File: src/counter_mode_pkg.sv
package counter_mode_pkg;

	localparam int CNT_W = 16;

	// Gating field codes
	localparam logic [2:0] GATE_NONE      = 3'h0;
	localparam logic [2:0] GATE_LVL_HI_N1 = 3'h1;
	localparam logic [2:0] GATE_LVL_HI_P1 = 3'h2;
	localparam logic [2:0] GATE_LVL_HI_M1 = 3'h3;
	localparam logic [2:0] GATE_LVL_HI    = 3'h4;
	localparam logic [2:0] GATE_LVL_LO    = 3'h5;
	localparam logic [2:0] GATE_EDGE_RISE = 3'h6;
	localparam logic [2:0] GATE_EDGE_FALL = 3'h7;

	localparam logic [CNT_W-1:0] COUNT_RESET = 16'h0000;
	localparam logic [CNT_W-1:0] COUNT_ONE   = 16'h0001;

	// Q mode sync wait spans this many source edges after a gate edge; the last of them counts
	localparam logic [1:0] SYNC_WAIT_EDGES = 2'h2;

	typedef struct packed {
		logic [2:0] gatingControlField;
		logic       specialGateBit;
		logic       reloadSourceBit;
		logic       repeatSelectBit;
	} mode_cfg_t;

	typedef struct packed {
		logic arm;
		logic disarm;
	} host_cmd_t;

	typedef enum logic [3:0] {
		ST_IDLE  = 4'b0001,
		ST_WAIT  = 4'b0010,
		ST_RUN   = 4'b0100,
		ST_HALT  = 4'b1000
	} seq_state_t;

endpackage : counter_mode_pkg

File: src/counter_mode_sequencer.sv
`timescale 1ns/1ns
// How it works
// - Level-gated strobe counts only while armed and gate active.
// - Level-gated strobe pauses on gate low, resumes from held count.
// - Level-gated strobe loads load value and disarms at terminal count.
// - Hardware strobe starts only after arming plus a gate edge.
// - Started hardware strobe ignores gate; needs new arm and edge after.
// - Ungated rate generator reloads load value forever until disarm.
// - Level-gated rate generator repeats while armed, counting when gate high.
// - Non-retriggerable one-shot: each gate edge on idle armed counter runs once.
// - Non-retriggerable one-shot ignores gate edges while counting.
// - Delayed pulse: load count, hold reload, hold count, disarm, load reload.
// - Toggle output gives load-count delay then hold-count pulse.
// - Gated delayed pulse counts only with gate high, disarms after second end.
// - Triggered delayed pulse starts on first edge, then ignores gate.
// - Variable duty alternates hold and load reloads until disarmed.
// - Toggle output stays one state for load count, other for hold.
// - Level-gated variable duty alternates only while gate asserted.
// - Triggered delayed one-shot runs one load-hold cycle per idle edge.
// - Level retrigger strobe starts on gate high, halts on low, disarms at end.
// - Gate return on halted counter saves count, reloads load on next edge.
// - Edge retrigger strobe: gate edge reloads load on next source edge.
// - Synchronized rate generator: gate edge reloads, resumes second source edge.
// - Retriggerable one-shot: early gate edge saves count and reloads load.
// - Repeat bit selects disarm at terminal count or continue reloading.
// - Reload bit clear uses load register; set alternates with hold unless the special gate bit is set.
// - Counting starts on first source edge after arm or gate start; a pending retrigger reload or sync wait takes the first edge.
module counter_mode_sequencer
import counter_mode_pkg::*;
#(
	parameter int W = CNT_W
)
(
	input  wire logic                   clk_sys,
	input  wire logic                   nrst,
	input  wire counter_mode_pkg::mode_cfg_t modeCfg,
	input  wire counter_mode_pkg::host_cmd_t hostCmd,
	input  wire logic [W-1:0]           loadReg,
	input  wire logic [W-1:0]           holdRegIn,
	input  wire logic                   holdRegWrite,
	input  wire logic                   countSource,
	input  wire logic                   gateIn,
	output logic [W-1:0]                count,
	output logic [W-1:0]                holdReg,
	output logic                        armed,
	output logic                        terminalCount,
	output logic                        toggleOut
);
	import counter_mode_pkg::*;

	logic       srcEdge;
	logic       gateLevelRaw;
	logic       gateRise;
	logic       gateFall;
	logic       gateLevel;
	logic       gateEdge;
	logic       levelGated;
	logic       edgeGated;
	logic       ungated;
	logic [W-1:0] cnt;
	logic       atOne;
	logic       cntLoad;
	logic [W-1:0] cntLoadValue;
	logic       cntStep;
	logic       tcEvent;
	logic       secondPhase_r;
	logic       secondPhase_nxt;
	logic       armed_r;
	logic       armed_nxt;
	logic       retrigPend_r;
	logic       retrigPend_nxt;
	logic       saveHold;
	logic [1:0] syncWait_r;
	logic [1:0] syncWait_nxt;
	logic       toggle_r;
	logic       tc_r;
	logic [W-1:0] hold_r;
	logic       advance;
	logic       lastPhase;
	logic       twoPhase;
	seq_state_t state_r;
	seq_state_t state_nxt;

	// Both external inputs cross into clk_sys here
	input_sync u_srcSync
	(
		.clk_sys (clk_sys),
		.nrst    (nrst),
		.asyncIn (countSource),
		.level   (),
		.rise    (srcEdge),
		.fall    ()
	);

	input_sync u_gateSync
	(
		.clk_sys (clk_sys),
		.nrst    (nrst),
		.asyncIn (gateIn),
		.level   (gateLevelRaw),
		.rise    (gateRise),
		.fall    (gateFall)
	);

	down_counter #(.W(W)) u_counter
	(
		.clk_sys   (clk_sys),
		.nrst      (nrst),
		.load      (cntLoad),
		.loadValue (cntLoadValue),
		.step      (cntStep),
		.count     (cnt),
		.atOne     (atOne)
	);

	assign ungated    = (modeCfg.gatingControlField == GATE_NONE);
	assign edgeGated  = (modeCfg.gatingControlField == GATE_EDGE_RISE) ||
	                    (modeCfg.gatingControlField == GATE_EDGE_FALL);
	assign levelGated = !ungated && !edgeGated;
	// Level low selects active-low gating; other level codes use high
	assign gateLevel  = (modeCfg.gatingControlField == GATE_LVL_LO) ? ~gateLevelRaw
	                                                                : gateLevelRaw;
	assign gateEdge   = (modeCfg.gatingControlField == GATE_EDGE_FALL) ? gateFall
	                  : (modeCfg.gatingControlField == GATE_LVL_LO) ? gateFall
	                  : gateRise;
	// Alternating load/hold only with reload bit set and no special gate
	assign twoPhase   = modeCfg.reloadSourceBit && !modeCfg.specialGateBit;
	assign lastPhase  = !twoPhase || secondPhase_r;

	// Source edges advance the count only in the run state with gate allowed
	always_comb
	begin
		advance = 1'b0;
		if (state_r == ST_RUN && srcEdge && armed_r)
		begin
			if (levelGated && !(modeCfg.specialGateBit && edgeGated))
				advance = gateLevel;
			else
				advance = 1'b1;
		end
		// Sync wait blocks only the first source edge; the second one counts
		if (modeCfg.specialGateBit && (retrigPend_r || syncWait_r > 2'h1))
			advance = 1'b0;
	end

	assign tcEvent = advance && atOne;

	// Reload source and counter load
	always_comb
	begin
		cntLoad      = 1'b0;
		cntLoadValue = loadReg;
		if (hostCmd.arm && state_r == ST_IDLE)
			cntLoad = 1'b1;
		else if (retrigPend_r && srcEdge)
			cntLoad = 1'b1;
		else if (modeCfg.specialGateBit && gateEdge && armed_r && state_r == ST_RUN
		         && !retrigPend_r && modeCfg.repeatSelectBit && levelGated)
			cntLoad = 1'b1;
		else if (modeCfg.specialGateBit && edgeGated && modeCfg.repeatSelectBit
		         && gateEdge && state_r == ST_RUN && !modeCfg.reloadSourceBit
		         && !tcEvent)
			cntLoad = 1'b1;
		else if (tcEvent)
		begin
			cntLoad = 1'b1;
			if (twoPhase && !secondPhase_r)
				cntLoadValue = hold_r;
			else
				cntLoadValue = loadReg;
		end
	end

	assign cntStep = advance && !tcEvent;

	// Count save into hold on retrigger
	assign saveHold = modeCfg.specialGateBit && armed_r && gateEdge &&
	                  (state_r == ST_RUN || state_r == ST_HALT) && !tcEvent &&
	                  (!modeCfg.repeatSelectBit || edgeGated);

	always_ff @(posedge clk_sys or negedge nrst)
	begin
		if (!nrst)
			hold_r <= COUNT_RESET;
		else if (saveHold)
			hold_r <= cnt;
		else if (holdRegWrite)
			hold_r <= holdRegIn;
	end

	// Sequencer
	always_comb
	begin
		state_nxt       = state_r;
		armed_nxt       = armed_r;
		secondPhase_nxt = secondPhase_r;
		retrigPend_nxt  = retrigPend_r && !srcEdge;
		syncWait_nxt    = syncWait_r;
		if (syncWait_r != 2'h0 && srcEdge)
			syncWait_nxt = syncWait_r - 2'h1;
		unique case (state_r)
			ST_IDLE:
			begin
				secondPhase_nxt = 1'b0;
				if (hostCmd.arm)
				begin
					armed_nxt = 1'b1;
					// Software start on next source edge; edge gating waits in ST_WAIT for a gate edge
					state_nxt = edgeGated ? ST_WAIT : ST_RUN;
				end
			end
			ST_WAIT:
			begin
				if (gateEdge)
					state_nxt = ST_RUN;
			end
			ST_RUN:
			begin
				if (tcEvent)
				begin
					secondPhase_nxt = twoPhase ? !secondPhase_r : 1'b0;
					if (lastPhase && !modeCfg.repeatSelectBit)
					begin
						if (edgeGated && !modeCfg.specialGateBit)
						begin
							state_nxt = ST_IDLE;
							armed_nxt = 1'b0;
						end
						else
						begin
							state_nxt = ST_IDLE;
							armed_nxt = 1'b0;
						end
					end
					else if (lastPhase && edgeGated)
						state_nxt = ST_WAIT;
				end
				else if (modeCfg.specialGateBit && levelGated && !gateLevel
				         && !modeCfg.repeatSelectBit)
					state_nxt = ST_HALT;
				else if (modeCfg.specialGateBit && edgeGated && gateEdge
				         && !modeCfg.repeatSelectBit && modeCfg.reloadSourceBit)
					retrigPend_nxt = 1'b1;
				else if (modeCfg.specialGateBit && edgeGated && gateEdge
				         && !modeCfg.repeatSelectBit && !modeCfg.reloadSourceBit)
					retrigPend_nxt = 1'b1;
				else if (modeCfg.specialGateBit && levelGated && gateEdge
				         && modeCfg.repeatSelectBit)
					syncWait_nxt = SYNC_WAIT_EDGES;
			end
			ST_HALT:
			begin
				if (gateLevel)
				begin
					state_nxt      = ST_RUN;
					retrigPend_nxt = 1'b1;
				end
			end
			default:
				state_nxt = ST_IDLE;
		endcase
		if (hostCmd.disarm)
		begin
			armed_nxt = 1'b0;
			state_nxt = ST_IDLE;
		end
	end

	always_ff @(posedge clk_sys or negedge nrst)
	begin
		if (!nrst)
		begin
			state_r       <= ST_IDLE;
			armed_r       <= 1'b0;
			secondPhase_r <= 1'b0;
			retrigPend_r  <= 1'b0;
			syncWait_r    <= 2'h0;
		end
		else
		begin
			state_r       <= state_nxt;
			armed_r       <= armed_nxt;
			secondPhase_r <= secondPhase_nxt;
			retrigPend_r  <= retrigPend_nxt;
			syncWait_r    <= syncWait_nxt;
		end
	end

	// Toggle flips at each terminal count; load then hold phases
	always_ff @(posedge clk_sys or negedge nrst)
	begin
		if (!nrst)
		begin
			toggle_r <= 1'b0;
			tc_r     <= 1'b0;
		end
		else
		begin
			tc_r <= tcEvent;
			if (tcEvent)
				toggle_r <= ~toggle_r;
			else if (hostCmd.arm && state_r == ST_IDLE)
				toggle_r <= 1'b0;
		end
	end

	assign count         = cnt;
	assign holdReg       = hold_r;
	assign armed         = armed_r;
	assign terminalCount = tc_r;
	assign toggleOut     = toggle_r;

	a_idle_no_count: assert property (@(posedge clk_sys) disable iff (!nrst)
		!armed_r |-> !cntStep)
		else $error("counter stepped while disarmed");

	a_level_gate: assert property (@(posedge clk_sys) disable iff (!nrst)
		(levelGated && !modeCfg.specialGateBit && !gateLevel) |-> !cntStep)
		else $error("counter stepped with gate inactive");

	a_wait_hold: assert property (@(posedge clk_sys) disable iff (!nrst)
		(state_r == ST_WAIT && !gateEdge && !hostCmd.disarm) |=> state_r == ST_WAIT)
		else $error("left wait without gate edge");

	a_once_disarm: assert property (@(posedge clk_sys) disable iff (!nrst)
		(tcEvent && lastPhase && !modeCfg.repeatSelectBit) |=> !armed_r)
		else $error("single count did not disarm");

	a_repeat_armed: assert property (@(posedge clk_sys) disable iff (!nrst)
		(tcEvent && modeCfg.repeatSelectBit && !hostCmd.disarm) |=> armed_r)
		else $error("repeat mode disarmed at end");

	a_disarm_cmd: assert property (@(posedge clk_sys) disable iff (!nrst)
		hostCmd.disarm |=> (!armed_r && state_r == ST_IDLE))
		else $error("disarm command ignored");

	a_toggle_tc: assert property (@(posedge clk_sys) disable iff (!nrst)
		tcEvent |=> (toggle_r != $past(toggle_r) && tc_r))
		else $error("toggle did not flip at terminal count");

	a_hold_reload: assert property (@(posedge clk_sys) disable iff (!nrst)
		(tcEvent && twoPhase && !secondPhase_r) |=> cnt == $past(hold_r))
		else $error("first phase did not reload hold");

	a_save_hold: assert property (@(posedge clk_sys) disable iff (!nrst)
		saveHold |=> hold_r == $past(cnt))
		else $error("retrigger did not save count");
endmodule : counter_mode_sequencer

File: src/input_sync.sv
`timescale 1ns/1ns
module input_sync
(
	input  wire logic clk_sys,
	input  wire logic nrst,
	input  wire logic asyncIn,
	output logic      level,
	output logic      rise,
	output logic      fall
);
	logic stage1_r;
	logic stage2_r;
	logic prev_r;

	// Stage 1 feeds only stage 2
	always_ff @(posedge clk_sys or negedge nrst)
	begin
		if (!nrst)
		begin
			stage1_r <= 1'b0;
			stage2_r <= 1'b0;
			prev_r   <= 1'b0;
		end
		else
		begin
			stage1_r <= asyncIn;
			stage2_r <= stage1_r;
			prev_r   <= stage2_r;
		end
	end

	assign level = stage2_r;
	assign rise  = stage2_r & ~prev_r;
	assign fall  = ~stage2_r & prev_r;
endmodule : input_sync

File: src/down_counter.sv
`timescale 1ns/1ns
module down_counter
#(
	parameter int W = 16
)
(
	input  wire logic         clk_sys,
	input  wire logic         nrst,
	input  wire logic         load,
	input  wire logic [W-1:0] loadValue,
	input  wire logic         step,
	output logic [W-1:0]      count,
	output logic              atOne
);
	logic [W-1:0] count_r;

	// Load wins over step so a reload on a source edge is exact
	always_ff @(posedge clk_sys or negedge nrst)
	begin
		if (!nrst)
			count_r <= '0;
		else if (load)
			count_r <= loadValue;
		else if (step)
			count_r <= count_r - {{(W-1){1'b0}}, 1'b1};
	end

	assign count = count_r;
	assign atOne = (count_r == {{(W-1){1'b0}}, 1'b1}) || (count_r == '0);
endmodule : down_counter

File: config.mk
export PLATFORM = sky130hd
export DESIGN_NAME = counter_mode_sequencer
export DESIGN_NICKNAME = d
export VERILOG_FILES = /design/src/counter_mode_pkg.sv /design/src/counter_mode_sequencer.sv /design/src/input_sync.sv /design/src/down_counter.sv
export SDC_FILE = /design/constraint.sdc
export NUM_CORES = 1
export LEC_CHECK = 0
export BUFFER_PORTS_ARGS = -buffer_cell sky130_fd_sc_hd__buf_2
export CAP_MARGIN = 20
export CORE_MARGIN = 2
export CORE_UTILIZATION = 35
export DETAILED_ROUTE_END_ITERATION = 16
export GPL_TIMING_DRIVEN = 0
export PLACE_DENSITY = 0.64
export SLEW_MARGIN = 10
export SYNTH_ARGS = -nofsm -noshare
export SYNTH_HDL_FRONTEND = slang
export SYNTH_HIERARCHICAL = 1
export SYNTH_SLANG_ARGS = --single-unit
File: constraint.sdc
create_clock -name clk_sys -period 6.3 [get_ports clk_sys]
set_clock_uncertainty 0.2 [all_clocks]
set_input_delay 0.63 -clock clk_sys [delete_from_list [all_inputs] [get_ports clk_sys]]
set_output_delay 0.63 -clock clk_sys [all_outputs]
set_load 0.01 [all_outputs]
Yosys cells after proc, flatten, opt, wreduce, memory -nomap -nowiden
Index checks and enable logic that the tools add are counted.
W data, S select, Z words.
{ "op_classes": {"mul": 0, "n_reduce_logical": 70, "add_sub_neg": 2, "div": 0, "bitwise": 7, "magnitude_cmp": 1, "eq_ne": 16, "mux": 54, "shift": 0} }
{ "op_table": {"columns": ["op", "count"], "rows": [
  ["$mux W16", 10],
  ["$logic_and A1 B1 Y1", 41],
  ["$mux W4", 8],
  ["$mux W1", 24],
  ["$eq A16 B1 Y1 const B", 1],
  ["$logic_not A16 Y1", 1],
  ["$pmux W4 S4", 1],
  ["$sub A16 B1 Y16 const B", 1],
  ["$mux W2", 7],
  ["$logic_not A1 Y1", 12],
  ["$ne A3 B3 Y1 const B", 4],
  ["$reduce_bool A2 Y1", 5],
  ["$eq A3 B3 Y1 const B", 3],
  ["$logic_or A1 B1 Y1", 6],
  ["$pmux W1 S2", 3],
  ["$ne A5 B3 Y1 const B", 1],
  ["$reduce_and A5 Y1", 1],
  ["$eq A4 B1 Y1 const B", 1],
  ["$eq A4 B2 Y1 const B", 1],
  ["$eq A4 B3 Y1 const B", 1],
  ["$eq A4 B4 Y1 const B", 1],
  ["$ne A4 B3 Y1 const B", 1],
  ["$not A1 Y1", 4],
  ["$reduce_and A4 Y1", 1],
  ["other kinds (9)", 11]
]} }
{ "word_totals": {"ram_bits": 0, "mem_bits_ro": 0, "inputBits": 45, "wordCells": 165, "latchBits": 0, "n_memories": 0, "ff_bits": 49, "out_inout_bits": 35} }

Longest topological paths before layout
Gate-level depths: netlist of run 1.
{ "logic_depth": {"word_depth": 16, "depth_mapped": 13, "depth_no_buf": 10} }

By module
Netlist of run 1, hierarchy kept.
{ "modules_own_cells": {"columns": ["module", "instances", "cells_per_inst", "area_each_um2", "seq_area_each_um2"], "rows": [
  ["counter_mode_sequencer", 1, 175, 1955.6, 676.9],
  ["down_counter", 1, 101, 962.2, 400.4],
  ["input_sync", 2, 5, 90.1, 75.1]
]} }

Worst setup path before layout of run 1
OpenSTA, ideal clock, no wires.
{ "synth_timing": {"path_type": "in2reg", "start": "in modeCfg[5] (netlist bit)", "end": "reg u_counter.count_r[15], in the netlist u_counter/count[15]", "slack_ps": 3029, "setup_ps": 122, "n_path_buf": 1, "cell_stages": 8, "required_time_ps": 5978, "arrival_ps": 2949, "path_cell_list": "buf_4 -> nor4b_1 -> or4_4 -> nor4_1 -> nor4b_4 -> and4b_4 -> mux2i_1 -> nand2_1"} }
{ "synth_between": {"elab_cells_between_ends": 43, "classes_between": "3 x eq/ne; 17 x mux; 23 x reduce/logical"} }
{ "synth_lines": {"columns": ["item", "line_no", "text"], "rows": [
  ["from (decl)", "counter_mode_sequencer.sv:36", "input wire counter_mode_pkg::mode_cfg_t modeCfg,"],
  ["$eq A3 B3 Y1, on equally long branches", "counter_mode_sequencer.sv:117, counter_mode_sequencer.sv:118", null],
  ["$logic_or A1 B1 Y1", "counter_mode_sequencer.sv:117", "assign edgeGated = (modeCfg.gatingControlField == GATE_EDGE_RISE) ||"],
  ["$logic_not A1 Y1 or $logic_and A1 B1 Y1 (tied branches)", "counter_mode_sequencer.sv:119, counter_mode_sequencer.sv:136", null],
  ["$logic_and A1 B1 Y1 or $logic_not A1 Y1 (tied branches)", "counter_mode_sequencer.sv:119, counter_mode_sequencer.sv:136", null],
  ["$logic_and A1 B1 Y1", "counter_mode_sequencer.sv:136", "if (levelGated && !(modeCfg.specialGateBit && edgeGated))"],
  ["$mux W1 (*)", "counter_mode_sequencer.sv:136", null],
  ["$mux W1 (*)", "counter_mode_sequencer.sv:134", "if (state_r == ST_RUN && srcEdge && armed_r)"],
  ["$mux W1 (*)", "counter_mode_sequencer.sv:142", "if (modeCfg.specialGateBit && (retrigPend_r || syncWait_r > 2'h1))"],
  ["$logic_and A1 B1 Y1", "counter_mode_sequencer.sv:146", "assign tcEvent = advance && atOne;"],
  ["$logic_not A1 Y1", "counter_mode_sequencer.sv:174", "assign cntStep = advance && !tcEvent;"],
  ["$logic_and A1 B1 Y1 (*)", "counter_mode_sequencer.sv:174", null],
  ["net cntStep", "counter_mode_sequencer.sv:64", "logic cntStep;"],
  ["$reduce_bool A2 Y1 (no line) (*)", null, null],
  ["to (signal assigned)", "down_counter.sv:23", "count_r <= loadValue;"],
  ["to (signal assigned)", "down_counter.sv:25", "count_r <= count_r - {{(W-1){1'b0}}, 1'b1};"],
  ["to (decl)", "down_counter.sv:15", "logic [W-1:0] count_r;"]
]} }
Mark *: on every way through the listed nets, which the timed path passes. The rest lies on a longest branch.
A chain may end at the register's enable or synchronous reset.

Final worst setup path of run 1
{ "layout_timing": {"start": "reg u_counter.count_r[11], in the netlist u_counter/count[11]", "end": "reg u_counter.count_r[1], in the netlist u_counter/count[1]"} }
{ "layout_between": {"elab_chain_len": 10, "elab_cells_between_ends": 19, "classes_between": "1 x eq/ne; 11 x mux; 7 x reduce/logical"} }
{ "layout_lines": {"columns": ["item", "line_no", "text"], "rows": [
  ["$eq A16 B1 Y1 or $logic_not A16 Y1 (tied branches)", "down_counter.sv:29", "assign atOne = (count_r == {{(W-1){1'b0}}, 1'b1}) || (count_r == '0);"],
  ["$logic_or A1 B1 Y1 (*)", "down_counter.sv:29", null],
  ["net atOne", "counter_mode_sequencer.sv:61", "logic atOne;"],
  ["$logic_and A1 B1 Y1 (*)", "counter_mode_sequencer.sv:146", null],
  ["$logic_not A1 Y1", "counter_mode_sequencer.sv:162", "&& !tcEvent)"],
  ["$logic_and A1 B1 Y1", "counter_mode_sequencer.sv:162", null],
  ["$mux W1 (*)", "counter_mode_sequencer.sv:160", "else if (modeCfg.specialGateBit && edgeGated && modeCfg.repeatSelectBit"],
  ["$mux W1 (*)", "counter_mode_sequencer.sv:157", "else if (modeCfg.specialGateBit && gateEdge && armed_r && state_r == ST_RUN"],
  ["$mux W1 (*)", "counter_mode_sequencer.sv:155", "else if (retrigPend_r && srcEdge)"],
  ["$mux W1 (*)", "counter_mode_sequencer.sv:153", "if (hostCmd.arm && state_r == ST_IDLE)"],
  ["net cntLoad", "counter_mode_sequencer.sv:62", "logic cntLoad;"],
  ["$mux W16 or $reduce_bool A2 Y1 (tied branches)", null, null]
]} }
Marked as above.

==> results by stage, run 1 <==
Power:
- The internal cell power is 0.000614 W.
- The cell leakage power is 1.63 nW.
- Net switching is 33.4% of the power.
- The combinational cell fraction of total power is 29.3%.
- The power density over cell area is 248 nW/µm².
- The peak supply drop is 96.2 µV.
- In this run, the clock network consumes 23.5% of the power.
- The net switching power is 0.000309 W.
- In this run, flip-flops and latches consume 47.3% of the power.

STA:
- The highest attainable clock frequency is 273 MHz.
- Setup repair after global routing left no endpoint under its margin.
- The number of hold violations in the final report is 0.
- The minimum period implied by the final worst setup slack is 3660 ps.
- The number of pins with negative max-slew slack in the final report was 0.
- The setup slack of the critical path after layout is 2640 ps.
- The total negative setup slack is 0 ps.
- The relative slew slack is 42.6%.
- The number of failing setup endpoints in the final timing report is 0.
- The final cycle utilization of the critical path is 58.1%.
- The transition time at the pin with the least slew margin is 854 ps.

CTS:
- In this run the post-CTS setup repair buffer count came out at 0.
- TritonCTS created 5 clock buffers.
- No sink is reached through more buffers than the 2 on the longest clock path.
- The root buffer cell chosen for the clock tree is clkbuf_8.
- The TritonCTS clock tree is done.
- In this run the number of H-tree levels came out at 2.
- Clock-pin slew was measured on the worst setup and hold paths at 90 ps.
- The later pin in the worst-skew pair is clocked with a latency of 300 ps.
- Once the clock tree was built, the resizer swapped 0 gates to a different size.
- The count of hold-fix buffers inserted at cts is 0.
- The CTS sink count is 49.

Setup path:
- The capturing element type of the critical path is a flip-flop.
- Setup slack on the worst reg-to-reg path comes out at 2640 ps.
- Of all nets on the critical path, the largest fanout is 10.
- The sort of element at the start of the critical path is a flip-flop.
- The worst endpoint data arrival time is 3670 ps.
- The worst reg2reg path startpoint is u_counter/count[11].
- The worst setup path startpoint is u_counter/count[11].
- The critical path is of the flip-flop to flip-flop type.
- The required time at the endpoint of the critical path is 6310 ps.

Placed design:
- Once placement completed, the tool counted placed cells totaling 470.
- Prior to clock tree synthesis, the placed netlist has a worst setup slack of 2610 ps.
- The routability congestion estimate is 0.867.
- The HPWL after detailed placement is 5410 µm.
- The count of input and output buffers is 76.

Routing:
- Dividing the detail-routed via count by the number of cells gives 5.17.
- The DRC marker count from the first detailed-route iteration is 110.
- The remaining antenna violation count after routing is 0.
- The first detailed-routing pass took 4 iterations.
- In the final routed layout, each cell accounts on average for 15.1 µm.
- The DRC violations left is 0.
- The total number of vias is 2,466.
- The wire length reported by the detailed router is 7190 µm.

Outcome:
- The flow ran to the end, and the final reports show no timing, DRC or antenna violations.

Yosys:
- The post-synth net total is 334.
- The synthesized area is 3090 µm².
- The number of instances in the synthesized netlist is 285.
- Averaged over all synthesized cells, the footprint is 10.8 µm².
- During synthesis, Yosys emitted a total of 6 warnings.

Worst hold path:
- The tightest min-delay check is of the primary input to async pin type.

Die:
- The floorplan has 34 rows.
- The die footprint is 9590 µm².
- The starting density of the core is 35.8%.
- The die is 98.0 µm wide.
- The placeable core area is 8640 µm².
- The vertical die dimension is 98.0 µm.
- The number of ports placed on the die boundary is 80.

Cells and area:
- Once layout is complete, the utilization of the core stands at 43.2%.
- Of the cells placed in the final design, the portion with a size suffix greater than 1 is 42.5%.
- The post-layout net count is 418.
- Compared with the post-synthesis result, the final layout area differs by 20.7%.
- The number of inserted diodes is 0.
- The finished layout holds 477 standard cells, fillers aside.

Global routing:
- The via count of the first global-routing pass is 2,328.
- Across every metal layer, demand over resource in global routing totals 15.1%.
- The first global-routing pass estimated 11,800 µm of wire.
- The total overflow left after global routing is 0.
- The initial antenna violation count is 0.
- The pin count of the biggest net entering global routing is 31.

Run:
- Max-cap violations in this run came to 0.
-- registers in the layout (all words and copies together) (netlist names) --
register             count
u_srcSync/prev_r         1
u_srcSync/level          1
u_gateSync/stage1_r      1
syncWait_r               2
toggleOut                1
u_srcSync/stage1_r       1
armed                    1
u_counter/count         16
u_gateSync/prev_r        1
terminalCount            1
u_gateSync/level         1
holdReg                 16
secondPhase_r            1
state_r                  4
retrigPend_r             1
-- per-layer routing --
metal	global-route usage (%)	routed length, µm	part of all wire [%]
met4	2.88	59	0.82
met2	24.1	3350	47
met3	2.58	368	5.1
met1	21.8	3420	48
met5	0	0	0
-- power by group through the flow --
stage	Sequential (W)	Clock, W	Combinational [W]
global route	0.000449	0.000238	0.000302
detailed placement	0.000443	0	0.000272
global placement	0.000440	0	0.000264
floorplan	0.000448	0	0.000157
CTS	0.000437	0.000225	0.000273
finish	0.000436	0.000216	0.000270
-- layout make-up --
cell class / count / area [µm²]
Tap cell: 108 / 135
Multi-Input combinational cell: 214 / 1740
Inverter: 8 / 30.0
Clock inverter: 2 / 35.0
Timing Repair Buffer: 77 / 400
Fill cell: 844 / 4910
Buffer: 14 / 96.3
Sequential cell: 49 / 1230
Clock buffer: 5 / 68.8
-- worst paths after layout --
check | to | depth (start not counted)
max in group asynchronous | u_gateSync/stage1_r | 2
min | holdReg[12] | 1
min reg2reg | u_srcSync/level | 0
min in group clk_sys | u_srcSync/level | 0
max reg2reg | u_counter/count[1] | 11
max | u_counter/count[1] | 11
-- cell usage in the layout (no fill, tap or decap), drive strengths merged, types with 2 or more instances in the layout --
master,instances
dfrtp,48
xor2,8
a21oi,4
nor2b,7
nand2,22
a221o,3
nand3,6
xnor2,5
o21ai,18
ha,4
inv,8
or4,2
and4b,2
nor4b,7
a211o,2
nor3b,6
nor3,9
nor2,13
mux2,49
clkbuf,11
buf,84
nand3b,3
nor4,5
or4b,2
a21boi,4
or2,2
nand2b,5
nand4,6
-- worst max-delay path, stage by stage, from the launching register on --
cell and delay (ps):
dfrtp_1 460, or4_1 580, nor3_1 400, nand2_1 210
or3_1 420, buf_6 150, nand4_1 80, clkbuf_1 330
buf_2 300, buf_2 280, nand2_1 70, o21ai_0 80
-- stage by stage --
step,power [W],hold slack (ps),instance area (µm²)
2_1_floorplan,0.000605,131,3090
3_3_place_gp,0.000704,132,3600
3_5_place_dp,0.000715,136,3620
4_1_cts,0.000936,75.7,3730
5_1_grt,0.000989,95.4,3730
6_report,0.000923,71.7,3730
(Power assumes the default switching activity.)
==> run 2, diff against run 1 <==
clock period = 3.4 ns   (was 6.3 ns; I/O delays follow)
==> run 2 against run 1 <==
  * Non-clock buffer count is 10 higher
  * Clock power is 86% higher
  * Sequential power is 86% higher
  * Cell area is 2.8% higher
  * Global-route usage is 0.060 points higher
  * Largest power group unchanged
  * Highest routed layer unchanged
==> results by stage, run 2 (synthesized netlist as in run 1, its figures left out) <==
Power:
- Power spread over the standard cell area amounts to 455 nW/µm².
- In this run the static leakage power is 1.70 nW.
- For this design the total switching power over the nets is 0.000582 W.
- The clock share of power is 23.0%.
- Sequential cells burn 46.3% of the power.
- In this run switching power makes up 33.4% of total power.
- The peak supply drop is 189 µV.
- The sum of internal, switching and leakage power is 0.00174 W.
- Per report_power, the combinational group accounts for 30.7% of the total.
- Cell internal power was estimated by the tool at 0.00116 W.

CTS:
- The TritonCTS clock tree is done.
- The number of levels in the clock H-tree is 2.
- For the worst-skew pair, the clock arrives at the later sink with an insertion delay of 300 ps.
- The tree built by TritonCTS fans out to 49 sinks.
- No sink is reached through more buffers than the 2 on the longest clock path.
- The clock transition time at the flip-flop clock pins of the worst setup and hold paths is 90 ps.
- The CTS buffer count is 5.
- In this run the clock root is driven by a clkbuf_8.

Setup path:
- The critical register-to-register path endpoint is u_counter/count[13].
- The worst setup path is launched from a flip-flop.
- The signal on the critical path passes through or4_1 -> nor3_4 -> nand2_1 -> nor3_4 -> nand4_4 -> buf_6 -> mux2_2 -> a221o_1.
- The required time at the endpoint of the critical path is 3390 ps.
- The setup slack of the worst register-to-register path is 200 ps.
- For the worst flop-to-flop path, the logic depth is 8.
- By instance count, the cell type seen most on the critical path is nor3_4.
- STA classifies the critical path endpoint as a flip-flop.
- The cell at the slowest stage of the critical path is or4_1.
- Along the worst path, the maximum fanout reaches 10.
- The worst register-to-register path begins at u_counter/count[11].
- The largest stage delay on the critical path is 610 ps.
- The worst endpoint data arrival time is 3190 ps.
- The critical path is of the flip-flop to flip-flop type.

STA:
- At the pin with the least slew margin, the transition time is 667 ps.
- The number of hold violations in the final report came to 0.
- Setup violations remaining at the end of the flow were counted as 0.
- The number of pins with negative max-slew slack in the final report came to 0.
- The worst slack on hold paths is 153 ps.
- Timing would allow up to 312 MHz.
- Headroom to the max-slew limit came out at 55.1%.
- Setup repair after global routing left no endpoint under its margin.
- The final cycle utilization of the critical path is 94.1%.
- The setup slack of the critical path after layout is 200 ps.
- The minimum period implied by the final worst setup slack is 3200 ps.

Die:
- The floorplan step defined a die boundary enclosing 9590 µm².
- The placeable core area is 8640 µm².
- The floorplan has 34 rows.
- Once the floorplan was initialized, standard cells occupied 35.8% of the core.
- The number of ports placed on the die boundary is 80.
- The overall die width is 98.0 µm.
- The vertical die dimension is 98.0 µm.

Cells and area:
- From synthesis to final layout, the design area changed by 24.1%.
- The repair_antennas step left the layout with diodes totalling 0.
- In the final layout, the share of cells above drive strength 1 is 44.1%.
- In the layout the commonest cells are buf_2, dfrtp_1, mux2_2.
- The commonest non-fill, non-tap cell in the layout is buf_2.
- The filler cells instantiated in the layout total 836.
- The post-layout net count is 428.

Outcome:
- The flow ran to the end, and the final reports show no timing, DRC or antenna violations.

Routing:
- Using the TritonRoute via totals, the vias-per-cell ratio works out to 5.11.
- The routed design has 7310 µm of wire.
- In the routed design, unresolved DRC markers number 0.
- The first detailed-routing pass took 4 iterations.
- The total number of vias is 2,489.
- The detail route stage leaves a number of antenna-violating nets equal to 0.
- The DRC marker count from the first detailed-route iteration is 116.
- After detailed routing, the average wire length per cell comes to 15.0 µm.

Placed design:
- The routability congestion estimate is 0.867.
- The wire-length estimate of the detail-placed layout is 5410 µm.
- At the placement stage, the worst setup path has a slack of -190 ps.
- Port buffering added 76 buffers.

Worst hold path:
- For hold timing, the worst endpoint is u_srcSync/level.
- The path class of the tightest hold or removal check is flip-flop to flip-flop.
- In this run the most critical hold path is launched from u_srcSync/stage1_r.
- Along the worst hold path, the cell count comes to 0.

Global routing:
- Across every metal layer, demand over resource in global routing totals 15.2%.
- The first-pass GRT wire length is 11,800 µm.
- The total grt overflow is 0.
- The pin count of the biggest net entering global routing is 31.
- The initial antenna violation count was 0.
- The via count of the first global-routing pass is 2,321.

Run:
- Max-cap violations in this run came to 0.
-- run 2: cell types whose count changed in the layout (fill, tap and decap cells not counted) --
cell           previous run  this run
nor3_1                    7         6
nor3_4                    2         3
nor4_1                    4         3
dlygate4sd3_1             1         4
buf_4                     1         9
nor4_2                    0         1
clkbuf_1                  6         5
-- run 2: area by class of cell --
cell class	count	area [µm²]	share of cell area, %
clock buffer	5	68.8	1.80
multi-input combinational	214	1750	45.7
clock inverter	2	35.0	0.914
buffer	13	92.6	2.42
sequential	49	1230	32.0
timing repair buffer	88	490	12.8
tap	108	135	3.53
inverter	8	30.0	0.784
-- run 2: worst max-delay path: cells and delay by family (launching register included) --
kind                   cells  cell delay (ps)
muxes                      1              270
and+or+nand+nor            5             1570
buffers and inverters      1              240
AOI/OAI and AO/OA          1              340
DFF                        1              460
-- run 2: what timing repair did --
item / 4_1_cts / 5_1_grt
endpoints found under the setup margin: 16 / 9
endpoints found under the hold margin: 20 / 0
buffers inserted: 1 / 7
pin swaps: 0 / 2
resized for setup: 2 / 1
hold buffers: 3 / 0
-- run 2: metrics by stage --
step | cell area [µm²] | std cells | util [%] | TNS (ps)
after floorplan | 3090 | 285 | - | 0
after global placement | 3600 | 469 | 41.7 | -1550
after detailed placement | 3620 | 470 | 42.0 | -1880
after CTS | 3770 | 480 | 43.7 | 0
after global routing | 3830 | 487 | 44.4 | 0
final | 3830 | 487 | 44.4 | 0
-- run 2: worst max path at each step --
stage / startpoint / slack, ps / cells after the start / to
floorplan: u_counter/count[11] / 330 / 10 / u_counter/count[2]
global placement: u_counter/count[11] / -160 / 11 / u_counter/count[11]
detailed placement: u_counter/count[11] / -190 / 11 / u_counter/count[11]
CTS: u_counter/count[11] / 130 / 8 / u_counter/count[13]
global route: u_counter/count[8] / 20 / 9 / u_counter/count[12]
finish: u_counter/count[11] / 200 / 8 / u_counter/count[13]
-- run 2: layer usage --
layer | global-route usage, % | share of wire (%)
met1 | 21.7 | 47
met3 | 2.58 | 4.9
met4 | 2.88 | 0.82
met2 | 24.4 | 47
met5 | 0 | 0
-- run 2: power by group through the flow --
stage | combinational (W) | clock (W) | sequential, W
final | 0.000536 | 0.000401 | 0.000809
after global routing | 0.000594 | 0.000442 | 0.000832
after CTS | 0.000512 | 0.000418 | 0.000810
after detailed placement | 0.000503 | 0 | 0.000821
after global placement | 0.000489 | 0 | 0.000816
after floorplan | 0.000291 | 0 | 0.000831
